===== config.mk =====
export PLATFORM = sky130hd
export DESIGN_NAME = trx_bscan_ctrl
export DESIGN_NICKNAME = d
export VERILOG_FILES = /design/src/rtl/trx_tap_fsm.v /design/src/rtl/trx_bscan_ctrl.v
export VERILOG_INCLUDE_DIRS = /design/src /design/src/rtl
export SDC_FILE = /design/constraint.sdc
export NUM_CORES = 1
export LEC_CHECK = 0
export ABC_AREA = 1
export BUFFER_PORTS_ARGS = -buffer_cell sky130_fd_sc_hd__clkbuf_2
export CORE_UTILIZATION = 63
export CTS_CLUSTER_DIAMETER = 60
export CTS_CLUSTER_SIZE = 14
export DETAILED_ROUTE_END_ITERATION = 6
export PLACE_DENSITY_LB_ADDON = 0.05
export SYNTH_ARGS = -nofsm -noshare
export SYNTH_HDL_FRONTEND = slang
export SYNTH_SLANG_ARGS = --single-unit

===== constraint.sdc =====
create_clock -name sys_clk_in -period 2.4 [get_ports sys_clk_in]
set_clock_uncertainty 0.05 [all_clocks]
set_input_delay 0.72 -clock sys_clk_in [delete_from_list [all_inputs] [get_ports sys_clk_in]]
set_output_delay 0.72 -clock sys_clk_in [all_outputs]
set_load 0.05 [all_outputs]

===== src/rtl/trx_regs.vh =====
`ifndef TRX_REGS_VH
`define TRX_REGS_VH

// instruction register width, capture pattern and reset value
`define TRX_IR_W        8
`define TRX_IR_CAPTURE  8'h3D
`define TRX_IR_RESET    8'hFF

// opcodes for the logic-side-only scan mode
`define TRX_M0_EXTEST   8'h00
`define TRX_M0_SAMPLE   8'h82
`define TRX_M0_CLAMP    8'h87
`define TRX_M0_HIGHZ    8'h06

// opcodes for the scan mode that includes the differential pins
`define TRX_M1_EXTEST   8'h99
`define TRX_M1_SAMPLE   8'h92
`define TRX_M1_CLAMP    8'h8F
`define TRX_M1_HIGHZ    8'h06

// boundary cell positions, bit 0 is nearest the test data output
`define TRX_CELL_DE     0
`define TRX_CELL_RE     1
`define TRX_CELL_CH0    2

// boundary cell reset value
`define TRX_BSR_RESET   1'b0

`endif


===== src/rtl/trx_tap_fsm.v =====
`timescale 1ns/1ps
// sixteen-state test port controller, advanced on sampled clock rises
module trx_tap_fsm (
	input  wire sys_clk_in,   // system clock
	input  wire sys_rst_in,   // synchronous reset, active high
	input  wire tck_rise_in,  // one-cycle pulse on a test clock rise
	input  wire tms_in,       // synchronised mode select
	input  wire trst_n_in,    // synchronised test reset, active low
	output wire in_tlr_out,   // in test-logic-reset
	output wire in_cap_dr_out, // in capture-DR
	output wire in_sh_dr_out, // in shift-DR
	output wire in_up_dr_out, // in update-DR
	output wire in_cap_ir_out, // in capture-IR
	output wire in_sh_ir_out, // in shift-IR
	output wire in_up_ir_out  // in update-IR
);
	localparam [3:0] ST_TLR   = 4'hF;
	localparam [3:0] ST_RTI   = 4'hC;
	localparam [3:0] ST_SELDR = 4'h7;
	localparam [3:0] ST_CAPDR = 4'h6;
	localparam [3:0] ST_SHDR  = 4'h2;
	localparam [3:0] ST_EX1DR = 4'h1;
	localparam [3:0] ST_PADR  = 4'h3;
	localparam [3:0] ST_EX2DR = 4'h0;
	localparam [3:0] ST_UPDR  = 4'h5;
	localparam [3:0] ST_SELIR = 4'h4;
	localparam [3:0] ST_CAPIR = 4'hE;
	localparam [3:0] ST_SHIR  = 4'hA;
	localparam [3:0] ST_EX1IR = 4'h9;
	localparam [3:0] ST_PAIR  = 4'hB;
	localparam [3:0] ST_EX2IR = 4'h8;
	localparam [3:0] ST_UPIR  = 4'hD;

	reg [3:0] state_q;
	reg [3:0] state_d;

	// next state from the mode select level at a test clock rise
	always @* begin
		case (state_q)
		ST_TLR:   state_d = tms_in ? ST_TLR   : ST_RTI;
		ST_RTI:   state_d = tms_in ? ST_SELDR : ST_RTI;
		ST_SELDR: state_d = tms_in ? ST_SELIR : ST_CAPDR;
		ST_CAPDR: state_d = tms_in ? ST_EX1DR : ST_SHDR;
		ST_SHDR:  state_d = tms_in ? ST_EX1DR : ST_SHDR;
		ST_EX1DR: state_d = tms_in ? ST_UPDR  : ST_PADR;
		ST_PADR:  state_d = tms_in ? ST_EX2DR : ST_PADR;
		ST_EX2DR: state_d = tms_in ? ST_UPDR  : ST_SHDR;
		ST_UPDR:  state_d = tms_in ? ST_SELDR : ST_RTI;
		ST_SELIR: state_d = tms_in ? ST_TLR   : ST_CAPIR;
		ST_CAPIR: state_d = tms_in ? ST_EX1IR : ST_SHIR;
		ST_SHIR:  state_d = tms_in ? ST_EX1IR : ST_SHIR;
		ST_EX1IR: state_d = tms_in ? ST_UPIR  : ST_PAIR;
		ST_PAIR:  state_d = tms_in ? ST_EX2IR : ST_PAIR;
		ST_EX2IR: state_d = tms_in ? ST_UPIR  : ST_SHIR;
		ST_UPIR:  state_d = tms_in ? ST_SELDR : ST_RTI;
		default:  state_d = ST_TLR;
		endcase
	end

	// test reset forces test-logic-reset regardless of the test clock
	always @(posedge sys_clk_in) begin
		if (sys_rst_in || !trst_n_in) begin
			state_q <= ST_TLR;
		end else if (tck_rise_in) begin
			state_q <= state_d;
		end
	end

	// state flags for the data path
	assign in_tlr_out    = (state_q == ST_TLR);
	assign in_cap_dr_out = (state_q == ST_CAPDR);
	assign in_sh_dr_out  = (state_q == ST_SHDR);
	assign in_up_dr_out  = (state_q == ST_UPDR);
	assign in_cap_ir_out = (state_q == ST_CAPIR);
	assign in_sh_ir_out  = (state_q == ST_SHIR);
	assign in_up_ir_out  = (state_q == ST_UPIR);
endmodule // trx_tap_fsm


===== src/rtl/trx_bscan_ctrl.v =====
`timescale 1ns/1ps
`include "trx_regs.vh"
module trx_bscan_ctrl #(
	parameter NCH = 9                          // transceiver channels
) (
	input  wire           sys_clk_in,          // system clock, 50 MHz
	input  wire           sys_rst_in,          // synchronous reset, high
	input  wire           line_drive_enable_in, // driver enable pin
	input  wire           listen_output_gate_n_in, // receiver gate, low on
	input  wire [NCH-1:0] drive_data_in,       // logic-side driver inputs
	input  wire [NCH-1:0] bus_true_sense_in,   // true bus pin level
	input  wire [NCH-1:0] bus_comp_sense_in,   // complement bus pin level
	output reg  [NCH-1:0] bus_true_out,        // true bus pin drive
	output reg  [NCH-1:0] bus_comp_out,        // complement bus pin drive
	output reg  [NCH-1:0] bus_oe_n_out,        // bus pin enable, low drives
	output reg  [NCH-1:0] rx_data_out,         // receiver outputs
	output reg  [NCH-1:0] rx_oe_n_out,         // receiver enable, low drives
	input  wire           scan_with_diff_pins_in, // scan mode strap
	input  wire           tck_in,              // test clock pin
	input  wire           tms_in,              // test mode select pin
	input  wire           tdi_in,              // test data in pin
	input  wire           trst_n_in,           // test reset pin, low
	output reg            tdo_out,             // test data out
	output reg            tdo_oe_n_out         // test data enable, low
);
	localparam L0   = `TRX_CELL_CH0 + 2 * NCH; // logic-side chain length
	localparam LMAX = `TRX_CELL_CH0 + 4 * NCH; // chain with bus pins
	localparam SW   = 7 + 3 * NCH;             // synchronised pin count

	// two-flop synchroniser for every pin input
	wire [SW-1:0] pin_raw;
	reg  [SW-1:0] pin_s1_q;
	reg  [SW-1:0] pin_s2_q;
	assign pin_raw = {bus_comp_sense_in, bus_true_sense_in, drive_data_in,
		scan_with_diff_pins_in, listen_output_gate_n_in,
		line_drive_enable_in, trst_n_in, tdi_in, tms_in, tck_in};
	always @(posedge sys_clk_in) begin
		if (sys_rst_in) begin
			pin_s1_q <= {SW{1'b0}};
			pin_s2_q <= {SW{1'b0}};
		end else begin
			pin_s1_q <= pin_raw;
			pin_s2_q <= pin_s1_q;
		end
	end

	wire           tck_s    = pin_s2_q[0];
	wire           tms_s    = pin_s2_q[1];
	wire           tdi_s    = pin_s2_q[2];
	wire           trst_n_s = pin_s2_q[3];
	wire           de_s     = pin_s2_q[4];
	wire           gate_n_s = pin_s2_q[5];
	wire           mode_s   = pin_s2_q[6];
	wire [NCH-1:0] din_s    = pin_s2_q[7 +: NCH];
	wire [NCH-1:0] true_s   = pin_s2_q[7 + NCH +: NCH];
	wire [NCH-1:0] comp_s   = pin_s2_q[7 + 2 * NCH +: NCH];

	// test clock edge detection on the synchronised level
	reg  tck_d_q;
	wire tck_rise = tck_s & ~tck_d_q;
	wire tck_fall = ~tck_s & tck_d_q;
	always @(posedge sys_clk_in) begin
		if (sys_rst_in) begin
			tck_d_q <= 1'b0;
		end else begin
			tck_d_q <= tck_s;
		end
	end

	wire in_tlr;
	wire in_cap_dr;
	wire in_sh_dr;
	wire in_up_dr;
	wire in_cap_ir;
	wire in_sh_ir;
	wire in_up_ir;

	trx_tap_fsm u_tap (
		.sys_clk_in    (sys_clk_in),
		.sys_rst_in    (sys_rst_in),
		.tck_rise_in   (tck_rise),
		.tms_in        (tms_s),
		.trst_n_in     (trst_n_s),
		.in_tlr_out    (in_tlr),
		.in_cap_dr_out (in_cap_dr),
		.in_sh_dr_out  (in_sh_dr),
		.in_up_dr_out  (in_up_dr),
		.in_cap_ir_out (in_cap_ir),
		.in_sh_ir_out  (in_sh_ir),
		.in_up_ir_out  (in_up_ir)
	);

	// scan mode is latched only while the controller sits in reset
	reg mode_q;
	always @(posedge sys_clk_in) begin
		if (sys_rst_in) begin
			mode_q <= 1'b0;
		end else if (in_tlr) begin
			mode_q <= mode_s;
		end
	end

	// instruction shift stage and active instruction
	reg [`TRX_IR_W-1:0] ir_sh_q;
	reg [`TRX_IR_W-1:0] ir_q;

	// opcode decode, the map depends on the latched scan mode
	wire op_extest = mode_q ? (ir_q == `TRX_M1_EXTEST)
		: (ir_q == `TRX_M0_EXTEST);
	wire op_sample = mode_q ? (ir_q == `TRX_M1_SAMPLE)
		: (ir_q == `TRX_M0_SAMPLE);
	wire op_clamp  = mode_q ? (ir_q == `TRX_M1_CLAMP)
		: (ir_q == `TRX_M0_CLAMP);
	wire op_highz  = mode_q ? (ir_q == `TRX_M1_HIGHZ)
		: (ir_q == `TRX_M0_HIGHZ);
	wire sel_bsr   = op_extest | op_sample;
	wire test_out  = op_extest | op_clamp;

	// receiver state, held while the differential input is ambiguous
	reg [NCH-1:0] rx_q;
	always @(posedge sys_clk_in) begin
		if (sys_rst_in) begin
			rx_q <= {NCH{1'b0}};
		end else begin
			rx_q <= (true_s & ~comp_s) | (rx_q & ~(true_s ^ comp_s));
		end
	end

	// boundary register: shift stage, update stage and capture values
	reg  [LMAX-1:0] bsr_q;
	reg  [LMAX-1:0] upd_q;
	wire [LMAX-1:0] bsr_cap;
	wire [LMAX-1:0] bsr_shift;
	wire [NCH-1:0]  pair_ok = true_s ^ comp_s;

	assign bsr_cap[`TRX_CELL_DE] = de_s;
	assign bsr_cap[`TRX_CELL_RE] = gate_n_s;

	genvar gi;
	generate
		// logic-side cells then bus pin cells for each channel
		for (gi = 0; gi < NCH; gi = gi + 1) begin : g_cap
			assign bsr_cap[`TRX_CELL_CH0 + 2 * gi]     = din_s[gi];
			assign bsr_cap[`TRX_CELL_CH0 + 2 * gi + 1] = rx_q[gi];
			// non-complementary pairs are captured as zero
			assign bsr_cap[L0 + 2 * gi]     = true_s[gi] & pair_ok[gi];
			assign bsr_cap[L0 + 2 * gi + 1] = comp_s[gi] & pair_ok[gi];
		end
		// each stage takes its upper neighbour, the chain end takes data in
		for (gi = 0; gi < LMAX; gi = gi + 1) begin : g_shift
			if (gi == L0 - 1) begin : g_end0
				assign bsr_shift[gi] = mode_q ? bsr_q[gi + 1] : tdi_s;
			end else if (gi == LMAX - 1) begin : g_end1
				assign bsr_shift[gi] = tdi_s;
			end else begin : g_mid
				assign bsr_shift[gi] = bsr_q[gi + 1];
			end
		end
	endgenerate

	// data register capture, shift and update
	reg byp_q;
	always @(posedge sys_clk_in) begin
		if (sys_rst_in) begin
			bsr_q <= {LMAX{`TRX_BSR_RESET}};
			upd_q <= {LMAX{`TRX_BSR_RESET}};
			byp_q <= 1'b0;
		end else begin
			if (tck_rise && in_cap_dr) begin
				byp_q <= 1'b0;
				if (sel_bsr) begin
					bsr_q <= bsr_cap;
				end
			end else if (tck_rise && in_sh_dr) begin
				byp_q <= tdi_s;
				if (sel_bsr) begin
					bsr_q <= bsr_shift;
				end
			end
			if (in_tlr) begin
				upd_q <= {LMAX{`TRX_BSR_RESET}};
			end else if (tck_fall && in_up_dr && sel_bsr) begin
				upd_q <= bsr_q;
			end
		end
	end

	// instruction capture, shift and update
	always @(posedge sys_clk_in) begin
		if (sys_rst_in) begin
			ir_sh_q <= `TRX_IR_RESET;
			ir_q    <= `TRX_IR_RESET;
		end else begin
			if (tck_rise && in_cap_ir) begin
				ir_sh_q <= `TRX_IR_CAPTURE;
			end else if (tck_rise && in_sh_ir) begin
				ir_sh_q <= {tdi_s, ir_sh_q[`TRX_IR_W-1:1]};
			end
			if (in_tlr) begin
				ir_q <= `TRX_IR_RESET; // bypass after test reset
			end else if (tck_fall && in_up_ir) begin
				ir_q <= ir_sh_q;
			end
		end
	end

	// test data out changes on the falling test clock edge
	always @(posedge sys_clk_in) begin
		if (sys_rst_in) begin
			tdo_out      <= 1'b0;
			tdo_oe_n_out <= 1'b1;
		end else if (tck_fall) begin
			tdo_oe_n_out <= ~(in_sh_ir | in_sh_dr);
			if (in_sh_ir) begin
				tdo_out <= ir_sh_q[0];
			end else if (in_sh_dr) begin
				tdo_out <= sel_bsr ? bsr_q[0] : byp_q;
			end
		end
	end

	// effective enables and data, system pins or update cells
	wire           de_e  = test_out ? upd_q[`TRX_CELL_DE] : de_s;
	wire           gte_e = test_out ? upd_q[`TRX_CELL_RE] : gate_n_s;
	wire [NCH-1:0] din_e;
	wire [NCH-1:0] rx_e;
	wire [NCH-1:0] tru_e;
	wire [NCH-1:0] cmp_e;
	generate
		for (gi = 0; gi < NCH; gi = gi + 1) begin : g_out
			assign din_e[gi] = test_out ? upd_q[`TRX_CELL_CH0 + 2 * gi] : din_s[gi];
			assign rx_e[gi]  = test_out ? upd_q[`TRX_CELL_CH0 + 2 * gi + 1] : rx_q[gi];
			// full mode drives the bus pins straight from their own cells
			assign tru_e[gi] = (test_out && mode_q) ? upd_q[L0 + 2 * gi]
				: din_e[gi];
			assign cmp_e[gi] = (test_out && mode_q) ? upd_q[L0 + 2 * gi + 1]
				: ~din_e[gi];
		end
	endgenerate

	// registered pin outputs, highz floats everything
	always @(posedge sys_clk_in) begin
		if (sys_rst_in) begin
			bus_true_out <= {NCH{1'b0}};
			bus_comp_out <= {NCH{1'b0}};
			bus_oe_n_out <= {NCH{1'b1}};
			rx_data_out  <= {NCH{1'b0}};
			rx_oe_n_out  <= {NCH{1'b1}};
		end else begin
			bus_true_out <= tru_e;
			bus_comp_out <= cmp_e;
			bus_oe_n_out <= {NCH{~de_e | op_highz}};
			rx_data_out  <= rx_e;
			rx_oe_n_out  <= {NCH{gte_e | op_highz}};
		end
	end
endmodule // trx_bscan_ctrl


# Word-level counts from Yosys, hierarchy flattened
# Cells that the tools add are included.
[op_classes] n_mux=64 reduce_logical=23 n_eq_ne=23 bitwise=44
[op_table] operator="two-way mux 38 bit" count=4
[op_table] operator="case mux 4 bit (12 select lines)" count=1
[op_table] operator="two-way mux 1 bit" count=46
[op_table] operator="equality test 8 bit, second input constant" count=5
[op_table] operator="equality test 4 bit, second input constant" count=8
[op_table] operator="bitwise AND 1 bit" count=20
[op_table] operator="bitwise AND 9 bit" count=2
[op_table] operator="NOT 9 bit" count=2
[op_table] operator="equality test 4 x 3 -> 1 bit, second input constant" count=4
[op_table] operator="two-way mux 8 bit" count=2
[op_table] operator="NOT 1 bit" count=13
[op_table] operator="two-way mux 2 bit" count=6
[op_table] operator="two-way mux 3 bit" count=4
[op_table] operator="OR reduction 2 bit" count=5
[op_table] operator="OR 9 bit" count=1
[op_table] operator="bitwise XOR 9 bit" count=1
[op_table] operator="equality test 4 x 2 -> 1 bit, second input constant" count=2
[op_table] operator="equality test 8 x 3 -> 1 bit, second input constant" count=1
[op_table] operator="logical AND 1 bit" count=8
[op_table] operator="logical NOT 8 bit" count=1
[op_table] operator="nonzero test 2 bit" count=3
[op_table] operator="OR 1 bit" count=5
[op_table] operator="equality test 4 x 1 -> 1 bit, second input constant" count=1
[op_table] operator="logical NOT 4 bit" count=1
[op_table] operator="other kinds (7)" count=8
[word_totals] output_inout_bits=47 input_bits=36 register_bits=207 word_cells=173

# Longest topological paths before layout
[logic_depth] word_depth=6 mapped_depth=12

# Hierarchy
# From an unflattened synthesis, not the netlist that was laid out.
[unflattened] hier_cells=1121 area_unflattened_um2=8285.4
[modules_own_cells] mod="trx_bscan_ctrl" area_per_inst_um2=7950.1 seq_area_each_um2=4063.9 n_inst=1 cells_per_inst=1058
[modules_own_cells] mod="trx_tap_fsm" area_per_inst_um2=335.3 seq_area_each_um2=80.1 n_inst=1 cells_per_inst=63

# Worst setup path before layout
# No wires, ideal clock.
[synth_timing] kind="reg-to-output" startpoint="register bus_oe_n_out[0] (netlist name)" endpoint="output port bus_oe_n_out[1]" path_stages_with_launch=2 path_buffers=1 t_arrival_ns=1.033 setup_slack_ns=0.597 path_cell_list="dfxtp_1 buf_4"
[synth_lines] element="end, declared" line="trx_bscan_ctrl.v:15" source="output reg [NCH-1:0] bus_oe_n_out,"
# No word-level cell between the ends.

# Worst setup path after layout
[layout_timing] startpoint="register rx_oe_n_out[0] (netlist name)" endpoint="output port rx_oe_n_out[0]"
[layout_lines] element="end, declared" line="trx_bscan_ctrl.v:17" source="output reg [NCH-1:0] rx_oe_n_out,"
# No word-level cell between the ends.

==> flow_metrics.tcl <==
set metrics [dict create \
    result_of_the_run "completed" \
    antenna_cells 0 \
    die_height_um 115.7 \
    layout-area-overhead-vs-synth_pct 9.636 \
    asr_flop_ratio_synth_pct 0 \
    postPlaceCellArea_mm2 0.008446 \
    worst_setup_hold_path_clk_slew_ps 60 \
    p_clk_share_pct 39.5 \
    postRouteAntennaNets 0 \
    critPathTopFamily "flip-flops" \
    placement_rows 41 \
    setup_viol 0 \
    postSynthAreaPerCell_um2 7.497 \
    ff2ff_path_depth 9 \
    cts_setup_buffers 0 \
    timing.hold.ws_ps 344.9 \
    worst_path_largest_cell_delay_ps 450 \
    report.final.hold_viol_count 0 \
    final_net_count 1187 \
    initialDrtViolationCount 530 \
    route.detailed.drc 0 \
    critical_path_class "register to output port" \
    path_max_fanout 9 \
    synth_seq_cells 207 \
    ios 83 \
    timing.final.crit_share_pct 83.85 \
    post-synth-top-area-cell "sky130_fd_sc_hd__dfxtp_1" \
    syn_area_mm2 0.008142 \
    clock_tree.htree_level_count 1 \
    crit_path_start_kind "register" \
    p_seq_share_pct 55.0 \
    hold_start "pin_s1_q[26]" \
    postSynthNetCount 1140 \
    fillerInstances 1108 \
    first_global_vias 5590 \
    totalWireLength_um 16480 \
    placement.io_buffers 82 \
    clock_insertion_delay_worst_skew_ps 480 \
    avgViaCountPerCell 4.966 \
    cp_data_required_time_ps 1630 \
    internal_power_uw 5015 \
    tightestPinTransition_ps 727.8 \
    cts.sinks 207 \
    routed_wire_length_per_instance_um 12.63 \
    die-area_mm2 0.01338 \
    core_mm2 0.01262 \
    cp_data_arrival_time_ps 1240 \
    dieWidth_um 115.7 \
    cts_tree "built" \
    dominantRegCellSynth "sky130_fd_sc_hd__dfxtp_1" \
    post_synth_edffs 0 \
    worstReg2RegStart "ir_q[4]" \
    final.min_clock_period_ps 2012 \
    synth_cell_type_count 27 \
    post_cts.resized_instances 0 \
    reg2reg_to "bus_true_out[3]" \
    fmaxAchievable_ghz 0.4969 \
    proportion_of_power_drawn_by_combinational_gates_pct 5.6 \
    worst_slew_margin_rel_pct 51.48 \
    timing.reg2reg.setup_slack_ps 420 \
    postCtsHoldBufs 0 \
    cp_cell_sequence "clkbuf_2" \
    synth-warning-count 0 \
    cts-buffers-inserted 18 \
    cts.path.max_buffers 3 \
    power_switching_uw 1451 \
    dp_hpwl_um 11360 \
    drive_gt1_share_pct 12.27 \
    most-common-layout-cells "sky130_fd_sc_hd__nor2_1, sky130_fd_sc_hd__dfxtp_1, sky130_fd_sc_hd__nand2_1, sky130_fd_sc_hd__inv_1, sky130_fd_sc_hd__o21ai_0" \
    post-route-util_pct 70.73 \
    synth.yosys.seq_area_share_pct 50.90 \
    hold-path-cell-count 2 \
    initial_utilization_pct 64.52 \
    grt_use_total_pct 25.53 \
    route.vias.total 6480 \
    cell_at_the_slowest_stage_of_the_critical_path "sky130_fd_sc_hd__dfxtp_1" \
    final_common_cell "sky130_fd_sc_hd__nor2_1" \
    gr-total-overflow 0 \
    post-synth-top-area-fraction_pct 50.90 \
    postLayoutCellArea_mm2 0.008926 \
    timing.critical_path.to_type "output port" \
    synth.area.top_cells "sky130_fd_sc_hd__dfxtp_1, sky130_fd_sc_hd__nor2_1, sky130_fd_sc_hd__nand2_1, sky130_fd_sc_hd__inv_1, sky130_fd_sc_hd__o21ai_0" \
    netSwitchingFraction_pct 22.44 \
    antenna_found_initial 0 \
    max-vdd-ir-drop_uv 499.0 \
    drv_slew 0 \
    final.setup.tns_ps 0 \
    clock_tree.root_cell "sky130_fd_sc_hd__clkbuf_16" \
    hold_end "pin_s2_q[26]" \
    hold_class "register to register" \
    grt_pass1_wl_um 27300 \
    drt_first_pass_iters 5 \
    path_buf_inv 1 \
    power.density_cell_area_mw_per_mm2 724.5 \
    leakage_power_figure_uw 0.003956 \
    routabilityCongestion 0.8624 \
    synth_cells 1086 \
    grt_setup_unrepaired "no" \
    grt_max_degree 79 \
    max_cap_violations 0 \
]
[area by class of cell]
class	instances	area, µm²	area share [%]
inverters	138	518.0	5.803
well taps	172	215.2	2.411
flip-flops and latches	207	4144	46.43
repair buffers	98	533.0	5.971
clock inverters	1	5.005	0.05607
clock buffers	19	475.5	5.327
multi-input cells	670	3035	34.01
[synthesized netlist by cell type, types with 4 or more instances]
library cell,count
sky130_fd_sc_hd__a21oi_1,39
sky130_fd_sc_hd__buf_2,10
sky130_fd_sc_hd__buf_4,22
sky130_fd_sc_hd__buf_6,11
sky130_fd_sc_hd__clkbuf_1,28
sky130_fd_sc_hd__dfxtp_1,207
sky130_fd_sc_hd__ha_1,18
sky130_fd_sc_hd__inv_1,134
sky130_fd_sc_hd__inv_2,4
sky130_fd_sc_hd__nand2_1,160
sky130_fd_sc_hd__nand2_2,4
sky130_fd_sc_hd__nand3_1,41
sky130_fd_sc_hd__nor2_1,261
sky130_fd_sc_hd__o211ai_1,8
sky130_fd_sc_hd__o21ai_0,96
sky130_fd_sc_hd__o21ai_1,19
sky130_fd_sc_hd__or2_2,9
[per-stage QoR]
| step | worst slack (ps) | instances | total power [µW] |
|---|---|---|---|
| 2_1_floorplan | 597.2 | 1086 | 3899 |
| 3_3_place_gp | 435.6 | 1285 | 3988 |
| 3_5_place_dp | 479.0 | 1285 | 3994 |
| 4_1_cts | 370.6 | 1305 | 6516 |
| 5_1_grt | 175.8 | 1305 | 6696 |
| 6_report | 387.6 | 1305 | 6467 |
[sequential cells by signal, indices dropped and copies added (netlist names), 9 cells and up]
signal / count
bsr_q: 38
upd_q: 38
pin_s1_q: 34
pin_s2_q: 34
bus_comp_out: 9
bus_true_out: 9
rx_data_out: 9
rx_q: 9
[worst max path at each step]
stage / startpoint / endpoint / depth (start not counted)
2_1_floorplan: bus_oe_n_out[0] / bus_oe_n_out[1] / 1
3_3_place_gp: tck_d_q / upd_q[13] / 8
3_5_place_dp: ir_q[4] / bus_true_out[3] / 9
4_1_cts: bus_oe_n_out[0] / bus_oe_n_out[2] / 1
5_1_grt: ir_q[4] / bus_true_out[8] / 9
6_report: rx_oe_n_out[0] / rx_oe_n_out[0] / 1
[worst reg2reg max path: stages (launching register included)]
cell and delay (ps):
sky130_fd_sc_hd__dfxtp_1 320, sky130_fd_sc_hd__inv_1 90, sky130_fd_sc_hd__nand2_1 70, sky130_fd_sc_hd__nor2_1 160
sky130_fd_sc_hd__nand2_1 130, sky130_fd_sc_hd__nand3_1 190, sky130_fd_sc_hd__buf_4 320, sky130_fd_sc_hd__nand2_1 310
sky130_fd_sc_hd__nor2_1 170, sky130_fd_sc_hd__nor2_1 60
[power groups by stage]
stage | Combinational (µW) | Clock [µW] | Sequential, µW
6_report | 360 | 2550 | 3560
5_1_grt | 404 | 2730 | 3560
4_1_cts | 363 | 2600 | 3550
3_5_place_dp | 361 | 0 | 3630
3_3_place_gp | 358 | 0 | 3630
2_1_floorplan | 208 | 0 | 3690
[metal layers]
layer / GRT usage [%] / up-vias / part of all wire, %
li1: - / 3407 / -
met1: 39.52 / 2842 / 51
met2: 37.60 / 207 / 41
met3: 3.609 / 24 / 5.8
met4: 5.385 / 0 / 1.6
met5: 0 / - / 0
[cell families (layout without fill, tap and decap cells)]
| group | count (synthesis) | in the layout | synth area share (%) |
|---|---|---|---|
| buffers and inverters | 209 | 256 | 11.82 |
| AO/OA/AOI/OAI | 166 | 166 | 10.59 |
| AND/OR/NAND/NOR | 485 | 485 | 23.82 |
| flip-flops | 207 | 207 | 50.90 |
| adder cells (fa/ha/maj) | 18 | 18 | 2.766 |
| XOR/XNOR | 1 | 1 | 0.1076 |
Power figures use the tool's default switching activity.
